`src/rtl/nsli_defs.svh`:
```
// constants for the network status indicator block
`ifndef NSLI_DEFS_SVH
`define NSLI_DEFS_SVH

// blink half period in milliseconds and its length in ref_clk cycles
`define NSLI_BLINK_HALF_MS 250
`define NSLI_CLK_MHZ 250
`define NSLI_BLINK_HALF_CYC (`NSLI_BLINK_HALF_MS * 1000 * `NSLI_CLK_MHZ)
// activity stretch in microseconds and cycles
`define NSLI_ACT_HOLD_US 1000
`define NSLI_ACT_HOLD_CYC (`NSLI_ACT_HOLD_US * `NSLI_CLK_MHZ)
// indicator colour codes: bit 0 green, bit 1 red
`define NSLI_LED_OFF 2'h0
`define NSLI_LED_GREEN 2'h1
`define NSLI_LED_RED 2'h2
// number of network ports
`define NSLI_PORTS 2

`endif

```
`src/rtl/nsli_pkg.sv`:
```
// types for the network status indicator block
package nsli_pkg;
    // display pattern, ordered by severity
    typedef enum logic [2:0] {
        NSLI_PAT_OFF = 3'h0,
        NSLI_PAT_GREEN_FLASH = 3'h1,
        NSLI_PAT_GREEN = 3'h2,
        NSLI_PAT_RED_FLASH = 3'h3,
        NSLI_PAT_RED = 3'h4
    } nsli_pat_t;
endpackage

```
`src/rtl/nsli_port_led.sv`:
```
// link and activity indicators for one network port
`timescale 1ns/10ps
`include "nsli_defs.svh"
module nsli_port_led #(
    parameter int ACT_HOLD = `NSLI_ACT_HOLD_CYC
) (
    input wire logic ref_clk,
    input wire logic rst,
    input wire logic link_up,
    input wire logic link_fast,
    input wire logic activity,
    input wire logic blink,
    output logic green_led,
    output logic orange_led
);
    logic [31:0] hold_q;
    logic [31:0] hold_d;
    logic busy;
    logic green_d;
    logic orange_d;

    // stretch short activity pulses so they are visible
    assign hold_d = (activity && link_up) ? ACT_HOLD[31:0] : ((hold_q != 32'h0) ? hold_q - 32'h1 : 32'h0);
    assign busy = (hold_q != 32'h0);
    assign green_d = link_up && link_fast && (!busy || blink);
    assign orange_d = link_up && !link_fast && (!busy || blink);

    always_ff @(posedge ref_clk) begin
        if (rst) begin
            hold_q <= 32'h0;
            green_led <= 1'b0;
            orange_led <= 1'b0;
        end else begin
            hold_q <= hold_d;
            green_led <= green_d;
            orange_led <= orange_d;
        end
    end
endmodule

```
`src/rtl/nsli_top.sv`:
```
// status indicator logic for an industrial ethernet module
//
// Overview of operation
// - network indicator dark without power or without an assigned ip address.
// - network indicator steady green when online with a class 1 or 3 connection.
// - network indicator flashes green when online with no connection.
// - network indicator steady red on duplicate ip address or fatal error while an ip address is assigned.
// - network indicator flashes red when class 1 or 3 connections timed out.
// - module indicator dark without power, or configured with no fault while originator neither idles nor runs synced.
// - module indicator steady green when originator runs, and synced if sync enabled.
// - module indicator flashes green when unconfigured or originator idle.
// - module indicator steady red on major fault: exception or fatal error.
// - module indicator flashes red on recoverable fault, e.g. stored parameters differ.
// - per port green led: off no link, on 100 Mbps link, flashing on activity.
// - per port orange led: off no link, on 10 Mbps link, flashing on activity.
// - traffic accepted on either port, the other port passes traffic through.
`timescale 1ns/10ps
`include "nsli_defs.svh"
module nsli_top #(
    parameter int BLINK_HALF = `NSLI_BLINK_HALF_CYC,
    parameter int ACT_HOLD = `NSLI_ACT_HOLD_CYC,
    parameter int DW = 8
) (
    input wire logic ref_clk,
    input wire logic rst,
    // network state inputs
    input wire logic ip_assigned,
    input wire logic conn_established,
    input wire logic conn_timed_out,
    input wire logic dup_ip,
    input wire logic fatal_error,
    // module state inputs
    input wire logic configured,
    input wire logic orig_run,
    input wire logic orig_idle,
    input wire logic time_sync_feature,
    input wire logic gm_synced,
    input wire logic exception_state,
    input wire logic param_mismatch,
    input wire logic recoverable_fault,
    // port link status
    input wire logic p0_link_up,
    input wire logic p0_link_fast,
    input wire logic p1_link_up,
    input wire logic p1_link_fast,
    // port traffic, byte wide with valid
    input wire logic [DW-1:0] p0_rx_data,
    input wire logic p0_rx_valid,
    input wire logic [DW-1:0] p1_rx_data,
    input wire logic p1_rx_valid,
    output logic [DW-1:0] p0_tx_data,
    output logic p0_tx_valid,
    output logic [DW-1:0] p1_tx_data,
    output logic p1_tx_valid,
    // traffic seen by the protocol stack
    output logic [DW-1:0] host_rx_data,
    output logic host_rx_valid,
    output logic host_rx_port,
    // indicators, bit 0 green, bit 1 red
    output logic [1:0] network_state_indicator,
    output logic [1:0] module_state_indicator,
    output logic p0_green_led,
    output logic p0_orange_led,
    output logic p1_green_led,
    output logic p1_orange_led
);
    // ==========================================================
    // blink timer
    logic [31:0] blink_cnt_q;
    logic [31:0] blink_cnt_d;
    logic blink_q;
    logic blink_d;
    logic blink_wrap;

    assign blink_wrap = (blink_cnt_q >= BLINK_HALF[31:0] - 32'h1);
    assign blink_cnt_d = blink_wrap ? 32'h0 : blink_cnt_q + 32'h1;
    assign blink_d = blink_wrap ? !blink_q : blink_q;

    always_ff @(posedge ref_clk) begin
        if (rst) begin
            blink_cnt_q <= 32'h0;
            blink_q <= 1'b1;
        end else begin
            blink_cnt_q <= blink_cnt_d;
            blink_q <= blink_d;
        end
    end

    // ==========================================================
    // network state pattern
    nsli_pkg::nsli_pat_t ns_pat;
    nsli_pkg::nsli_pat_t ms_pat;
    logic ms_green_ok;

    // priority chain puts a missing address first, then the most severe condition
    assign ns_pat = !ip_assigned ? nsli_pkg::NSLI_PAT_OFF :
                    (dup_ip || fatal_error) ? nsli_pkg::NSLI_PAT_RED :
                    conn_timed_out ? nsli_pkg::NSLI_PAT_RED_FLASH :
                    conn_established ? nsli_pkg::NSLI_PAT_GREEN :
                    nsli_pkg::NSLI_PAT_GREEN_FLASH;

    // ==========================================================
    // module state pattern
    assign ms_green_ok = orig_run && (!time_sync_feature || gm_synced);
    assign ms_pat = (exception_state || fatal_error) ? nsli_pkg::NSLI_PAT_RED :
                    (recoverable_fault || (configured && param_mismatch)) ?
                        nsli_pkg::NSLI_PAT_RED_FLASH :
                    (!configured || orig_idle) ? nsli_pkg::NSLI_PAT_GREEN_FLASH :
                    ms_green_ok ? nsli_pkg::NSLI_PAT_GREEN :
                    nsli_pkg::NSLI_PAT_OFF;

    function automatic logic [1:0] nsli_colour(input nsli_pkg::nsli_pat_t pat, input logic blink);
        logic [1:0] c;
        c = `NSLI_LED_OFF;
        case (pat)
            nsli_pkg::NSLI_PAT_GREEN: c = `NSLI_LED_GREEN;
            nsli_pkg::NSLI_PAT_GREEN_FLASH: c = blink ? `NSLI_LED_GREEN : `NSLI_LED_OFF;
            nsli_pkg::NSLI_PAT_RED: c = `NSLI_LED_RED;
            nsli_pkg::NSLI_PAT_RED_FLASH: c = blink ? `NSLI_LED_RED : `NSLI_LED_OFF;
            default: c = `NSLI_LED_OFF;
        endcase
        return c;
    endfunction

    logic [1:0] ns_led_d;
    logic [1:0] ms_led_d;
    assign ns_led_d = nsli_colour(ns_pat, blink_q);
    assign ms_led_d = nsli_colour(ms_pat, blink_q);

    always_ff @(posedge ref_clk) begin
        if (rst) begin
            network_state_indicator <= `NSLI_LED_OFF;
            module_state_indicator <= `NSLI_LED_OFF;
        end else begin
            network_state_indicator <= ns_led_d;
            module_state_indicator <= ms_led_d;
        end
    end

    // ==========================================================
    // port link and activity indicators
    logic p0_act;
    logic p1_act;

    // bytes in either direction count as activity
    assign p0_act = p0_rx_valid || p0_tx_valid;
    assign p1_act = p1_rx_valid || p1_tx_valid;

    nsli_port_led #(.ACT_HOLD(ACT_HOLD)) u_p0_led (
        .ref_clk(ref_clk),
        .rst(rst),
        .link_up(p0_link_up),
        .link_fast(p0_link_fast),
        .activity(p0_act),
        .blink(blink_q),
        .green_led(p0_green_led),
        .orange_led(p0_orange_led)
    );

    nsli_port_led #(.ACT_HOLD(ACT_HOLD)) u_p1_led (
        .ref_clk(ref_clk),
        .rst(rst),
        .link_up(p1_link_up),
        .link_fast(p1_link_fast),
        .activity(p1_act),
        .blink(blink_q),
        .green_led(p1_green_led),
        .orange_led(p1_orange_led)
    );

    // ==========================================================
    // passthrough and host delivery
    logic p0_in;
    logic p1_in;
    logic p0_fwd_d;
    logic p1_fwd_d;
    logic host_valid_d;
    logic host_port_d;
    logic [DW-1:0] host_data_d;

    // a byte counts only when its own port has link
    assign p0_in = p0_rx_valid && p0_link_up;
    assign p1_in = p1_rx_valid && p1_link_up;
    // forwarding also needs link on the far port
    assign p1_fwd_d = p0_in && p1_link_up;
    assign p0_fwd_d = p1_in && p0_link_up;
    // port 0 has priority when both deliver in one cycle
    assign host_valid_d = p0_in || p1_in;
    assign host_port_d = !p0_in && p1_in;
    assign host_data_d = p0_in ? p0_rx_data : p1_rx_data;

    always_ff @(posedge ref_clk) begin
        if (rst) begin
            p1_tx_data <= '0;
            p1_tx_valid <= 1'b0;
        end else begin
            p1_tx_data <= p0_rx_data;
            p1_tx_valid <= p1_fwd_d;
        end
    end

    always_ff @(posedge ref_clk) begin
        if (rst) begin
            p0_tx_data <= '0;
            p0_tx_valid <= 1'b0;
        end else begin
            p0_tx_data <= p1_rx_data;
            p0_tx_valid <= p0_fwd_d;
        end
    end

    always_ff @(posedge ref_clk) begin
        if (rst) begin
            host_rx_data <= '0;
            host_rx_valid <= 1'b0;
            host_rx_port <= 1'b0;
        end else begin
            host_rx_data <= host_data_d;
            host_rx_valid <= host_valid_d;
            host_rx_port <= host_port_d;
        end
    end
endmodule

```
`config.mk`:
```
export PLATFORM = sky130hd
export DESIGN_NAME = nsli_top
export DESIGN_NICKNAME = d
export VERILOG_FILES = /design/src/rtl/nsli_pkg.sv /design/src/rtl/nsli_port_led.sv /design/src/rtl/nsli_top.sv
export VERILOG_INCLUDE_DIRS = /design/src /design/src/rtl
export SDC_FILE = /design/constraint.sdc
export NUM_CORES = 1
export LEC_CHECK = 0
export ABC_AREA = 1
export BUFFER_PORTS_ARGS = -buffer_cell sky130_fd_sc_hd__buf_2
export CORE_AREA = 2 2 107 109
export CTS_CLUSTER_SIZE = 30
export DETAILED_ROUTE_END_ITERATION = 8
export DIE_AREA = 0 0 109 111
export PLACE_DENSITY = 0.79
export SKIP_CTS_REPAIR_TIMING = 1
export SLEW_MARGIN = 15
export SYNTH_ARGS = -nofsm -noshare
export SYNTH_HDL_FRONTEND = slang
export SYNTH_SLANG_ARGS = --single-unit
```
`constraint.sdc`:
```
create_clock -name ref_clk -period 2.05 [get_ports ref_clk]
set_clock_uncertainty 0.2 [all_clocks]
set_input_delay 0.41 -clock ref_clk [delete_from_list [all_inputs] [get_ports ref_clk]]
set_output_delay 0.41 -clock ref_clk [all_outputs]
set_load 0.05 [all_outputs]
```
=== Word-level counts from Yosys, hierarchy flattened ===
Index checks and enable logic that the tools add are counted.

* Add/sub/neg operators: 3
* Magnitude comparators: 1
* Equality and inequality tests: 8
* Multiplexer cells: 17
* Bitwise operators: 2
* Reductions and logical operators: 40

{| class="wikitable"
|+ Operator list
! operator !! count
|-
| $mux 18 || 4
|-
| $reduce_bool 32->1 || 2
|-
| $sub 32x1->32 const B || 2
|-
| $add 32x1->32 const B || 1
|-
| $ge 32x26->1 const B || 1
|-
| $logic_and 1x1->1 || 17
|-
| $pmux 2 s4 || 2
|-
| $eq 3x2->1 const B || 4
|-
| $mux 2 || 6
|-
| $logic_or 1x1->1 || 10
|-
| $mux 3 || 3
|-
| $logic_not 1->1 || 8
|-
| $mux 8 || 1
|-
| $eq 3x1->1 const B || 2
|-
| $eq 3x3->1 const B || 2
|-
| $reduce_or 3->1 || 2
|-
| $not 1->1 || 2
|-
| $reduce_or 2->1 || 1
|-
| $mux 1 || 1
|}

* Bits in registers: 133
* Bits of input ports: 37
* Output and inout bits: 36
* Logic and storage cells: 90

=== Logic depth before layout (Yosys ltp) ===
* Depth after elaboration: 9
* Mapped depth: 10
* Mapped depth without buffers: 10

=== By module ===
From an unflattened synthesis, not the netlist that was laid out.

* Cell total of the unflattened synthesis: 957
* Area total of the unflattened synthesis: 6730.2 um2

{| class="wikitable"
|+ Modules (own cells, without submodules)
! module !! instances !! cells each !! area each (um2) !! seq. area each (um2)
|-
| nsli_port_led || 2 || 311 || 2038.2 || 680.7
|-
| nsli_top || 1 || 335 || 2653.8 || 1301.2
|}

=== Worst setup path after synthesis ===
No wires, ideal clock.

* Path kind: register -> register
* From: register u_p0_led.hold_q[0]
* To: register u_p0_led.hold_q[19]
* Data arrival time: 1.408 ns
* Required time: 1.735 ns
* Slack: 0.327 ns
* Cell stages (with the launch flop): 9
* Clock period less this slack: 1.723 ns
* Path through: dfxtp_1 -> inv_1 -> ha_1 -> nand2_4 -> nor2_8 -> nand4_4 -> nand3_4 -> buf_12 -> nor2_2

* Cells in the longest elaborated chain, start to end: 3
* Elaborated cells between the ends (all ways): 4

{| class="wikitable"
|+ Ends and longest elaborated chain
! what !! RTL line !! source
|-
| start: declaration || nsli_port_led.sv:16 || <nowiki>logic [31:0] hold_q;</nowiki>
|-
| start signal: assignment || nsli_port_led.sv:34 || <nowiki>hold_q <= hold_d;</nowiki>
|-
| parallel branches: the longest is 3 deep, another holds $sub 32x1->32 || n/a ||
|}

Several ways; the timed one is not identified.
A chain may end at the register's enable or synchronous reset.

=== Final worst setup path ===
* From: register u_p0_led.hold_q[0]
* To: register u_p0_led.hold_q[11]

The elaborated chain is that of the path after synthesis.

==> results.toml <==
[status]
outcome = "finished, final reports clean"

[sta]
fin_setup_tns_ns = 0
finalCriticalPeriod_ns = 1.86
setup-violations-final = 0
post-route-period-util_pct = 90.9
slew_headroom_pct = 63.3
hold_violations = 0
fin_hold_ws_ns = 0.00551
grt_setup_unrepaired = "false"
fmax_mhz = 536
tightest_slew_ns = 0.549
finalMaxSlewViolations = 0
worst_slack_ns = 0.186

[placement]
port_buffers = 72
pre_cts_ws_ns = 0.174
dp_cells = 1069
dp_hpwl_mm = 9.70
gp_congestion = 0.893

[route]
wl_mm = 13.5
drc = 0
first_iter_violations = 272
ant_nets = 0
vias = 5515
drt_pre_antenna_iters = 5
vias_per_cell = 5.00
post_drt_wl_per_cell_um = 12.3

[logic_synthesis]
ys_ff_latch = 133
ys_seq_area_share_pct = 42.5
synth_cells = 854
yosysUniqueCellTypes = 44
syn_area_um2 = 6260
syn_avg_cell_area_um2 = 7.34
yosysWarnings = 0

[layout]
area_growth_pct = 17.9
final_layout_size_suffix_gt1_share_pct = 18.5
nNetsFinal = 989
post_layout_nonfiller_instances = 1103
fill_cells = 921
antenna_cells = 0

[worst_setup_path]
worst_path_largest_cell_delay_ns = 0.34
cp_cell_sequence = "inv_1 > ha_2 > nand2_4 > nor2_8 > nand4_4 > nand3_4 > a21oi_1"
worstSetupEndpointType = "flip-flop"
cp-start-kind = "flip-flop"
ff2ff_setup_slack_ns = 0.19
crit_family = "simple AND/OR/NAND/NOR gates"
crit_buf_inv = 1
cp_max_fo = 25
worst_r2r_startpoint = "u_p0_led.hold_q[0]$_SDFF_PP0_"
cp_slowest_cell = "dfxtp_1"
r2r_end = "u_p0_led.hold_q[11]$_SDFF_PP0_"
crit_arrival_ns = 1.94
crit_required_ns = 2.13
crit_type = "flip-flop to flip-flop"
reg2reg_depth = 7

[grt]
grt_use_total_pct = 23.9
grt_overflow_total = 0
grt.busiest_layer = "met2"
grtUsageMet3_pct = 5.94
grt_max_degree = 27
grt_util_met1_pct = 31.1
antenna_found_initial = 0
grt_pass1_vias = 5158
grtUsageMet2_pct = 38.3
grt_pass1_wl_mm = 23.2

[clocking]
cts.sinks = 133
cts_root_buf = "clkbuf_16"
cts_tree = "done"
clk_latency_ns = 0.41
clk_pin_slew_worst_paths_ns = 0.06
htree_levels = 4
clk_path_buf_depth = 2
cts_made_buffers = 17

[min_path]
holdPathEnd = "p0_tx_data[0]$_SDFF_PP0_"
hold_path_depth = 3
min_path_type = "input pin to flip-flop"
worstHoldStart = "p1_rx_data[0]"

[floorplan]
dieArea_um2 = 12100
die_h_um = 111
initial_core_util_pct = 56.6
fp.coreArea_um2 = 11100
die_x_um = 109
ioPinCount = 73
rows = 39

[run]
cap_violations = 0

[power]
ir_worst_vdd_v = 0.00101
leakage_uw = 0.00325
power_density_nw_per_um2 = 1200
[sequential cells by signal, indices dropped and copies added (netlist names)]
register	cells
module_state_indicator	2
host_rx_port	1
blink_q	1
u_p1_led.hold_q	32
u_p1_led.green_led	1
network_state_indicator	2
p1_tx_data	8
host_rx_valid	1
blink_cnt_q	32
host_rx_data	8
p0_tx_valid	1
u_p0_led.hold_q	32
p1_tx_valid	1
p0_tx_data	8
u_p0_led.green_led	1
u_p0_led.orange_led	1
u_p1_led.orange_led	1
[through the flow]
| step | total power, uW | util (%) | instance area [um^2] |
|---|---|---|---|
| 6_report | 8850 | 66.7 | 7390 |
| 5_1_grt | 9400 | 66.7 | 7390 |
| 4_1_cts | 8860 | 66.4 | 7350 |
| 3_5_place_dp | 5810 | 61.1 | 6770 |
| 3_3_place_gp | 5780 | 61.1 | 6770 |
| 2_1_floorplan | 5290 | - | 6280 |
[worst register-to-register path, stage by stage, from the launching register on]
cell and delay, ns:
dfxtp_1 0.34, inv_1 0.13, ha_2 0.26, nand2_4 0.11, nor2_8 0.18, nand4_4 0.13
nand3_4 0.30, a21oi_1 0.08
[power breakdown]
group	switching, uW	internal, uW
logic	1760	900
registers	275	2880
clock network	1130	1910
total	3160	5690
[per-layer routing]
| metal | share of wire [%] | vias to the layer above |
|---|---|---|
| li1 | - | 2851 |
| met1 | 46 | 2510 |
| met2 | 47 | 132 |
| met3 | 5.1 | 22 |
| met4 | 1.8 | 0 |
| met5 | 0 | - |
[placed cells by master (no fill, tap or decap), types with 4 or more instances in the layout]
cell type | netlist | routed
nand3b_1 | 5 | 5
a21oi_2 | 14 | 14
nand2_2 | 6 | 6
dfxtp_1 | 133 | 133
nor2_1 | 188 | 188
nand3_1 | 47 | 47
nor2_2 | 23 | 23
xor2_1 | 35 | 35
nand2_1 | 166 | 166
buf_4 | 1 | 7
clkbuf_16 | 0 | 17
xnor2_1 | 11 | 11
nand4_1 | 14 | 14
o21ai_0 | 24 | 23
inv_1 | 91 | 91
a21oi_1 | 28 | 28
or2_2 | 4 | 4
nor2_4 | 8 | 8
buf_2 | 1 | 72
nor3_1 | 12 | 12
nand2_4 | 4 | 4
conb_1 | 1 | 6
[area by class of cell]
cell class              count  area [um^2]  share of cell area (%)
repair buffers             82          443                    6.00
inverters                  93          349                    4.73
clock buffers              19          433                    5.86
flip-flops and latches    133         2660                    36.0
well taps                 143          179                    2.42
clock inverters            12          155                    2.10
multi-input cells         621         3170                    42.9
[kinds of logic after synthesis]
kind of cell,synth area share [%]
AO/OA/AOI/OAI,6.85
flip-flops,42.5
buffers and inverters,7.31
XOR/XNOR,6.43
other,0.0599
AND/OR/NAND/NOR,36.1
adder cells (fa/ha/maj),0.799
[synthesized netlist by cell type]
| library cell | count | share of area [%] |
|---|---|---|
| nor2_2 | 23 | 2.3 |
| inv_1 | 91 | 5.5 |
| ha_1 | 4 | 0.80 |
| nor3_2 | 1 | 0.16 |
| o211ai_1 | 1 | 0.12 |
| buf_1 | 1 | 0.060 |
| buf_12 | 2 | 0.64 |
| nor3_4 | 1 | 0.26 |
| or2_1 | 1 | 0.10 |
| inv_2 | 2 | 0.12 |
| nor3_1 | 12 | 0.96 |
| nand4_1 | 14 | 1.4 |
| nand3_1 | 47 | 3.8 |
| nor2_8 | 1 | 0.32 |
| xor2_1 | 35 | 4.9 |
| nand3_4 | 2 | 0.56 |
| and3_1 | 1 | 0.10 |
| buf_8 | 1 | 0.24 |
| a21oi_2 | 14 | 2.0 |
| or2_2 | 4 | 0.40 |
| nand4_4 | 1 | 0.34 |
| o21ai_1 | 2 | 0.16 |
| nor2_4 | 8 | 1.4 |
| nor3b_1 | 1 | 0.12 |
| nand2_2 | 6 | 0.60 |
| nor4_1 | 1 | 0.10 |
| nand2_1 | 166 | 9.9 |
| nor2_1 | 188 | 11 |
| clkbuf_1 | 4 | 0.24 |
| xnor2_1 | 11 | 1.5 |
| buf_4 | 1 | 0.12 |
| o21bai_1 | 2 | 0.24 |
| a21oi_1 | 28 | 2.2 |
| nand2_4 | 4 | 0.72 |
| a31oi_1 | 1 | 0.10 |
| nand3_2 | 2 | 0.32 |
| conb_1 | 1 | 0.060 |
| buf_2 | 1 | 0.080 |
| dfxtp_1 | 133 | 43 |
| nand3b_1 | 5 | 0.60 |
| buf_6 | 2 | 0.36 |
| a211oi_1 | 1 | 0.12 |
| o21ai_0 | 24 | 1.9 |
| or2_0 | 3 | 0.30 |
[how the worst max path moves through the flow]
| stage | cells past startpoint | slack, ns | start | end |
|---|---|---|---|---|
| 2_1_floorplan | 8 | 0.33 | u_p0_led.hold_q[0]$_SDFF_PP0_ | u_p0_led.hold_q[19]$_SDFF_PP0_ |
| 3_3_place_gp | 7 | 0.25 | u_p0_led.hold_q[0]$_SDFF_PP0_ | u_p0_led.hold_q[31]$_SDFF_PP0_ |
| 3_5_place_dp | 7 | 0.17 | u_p0_led.hold_q[0]$_SDFF_PP0_ | u_p0_led.hold_q[11]$_SDFF_PP0_ |
| 4_1_cts | 7 | 0.13 | u_p0_led.hold_q[0]$_SDFF_PP0_ | u_p0_led.hold_q[11]$_SDFF_PP0_ |
| 5_1_grt | 7 | 0.05 | u_p0_led.hold_q[0]$_SDFF_PP0_ | u_p0_led.hold_q[9]$_SDFF_PP0_ |
| 6_report | 7 | 0.19 | u_p0_led.hold_q[0]$_SDFF_PP0_ | u_p0_led.hold_q[11]$_SDFF_PP0_ |
Power figures use the tool's default switching activity.
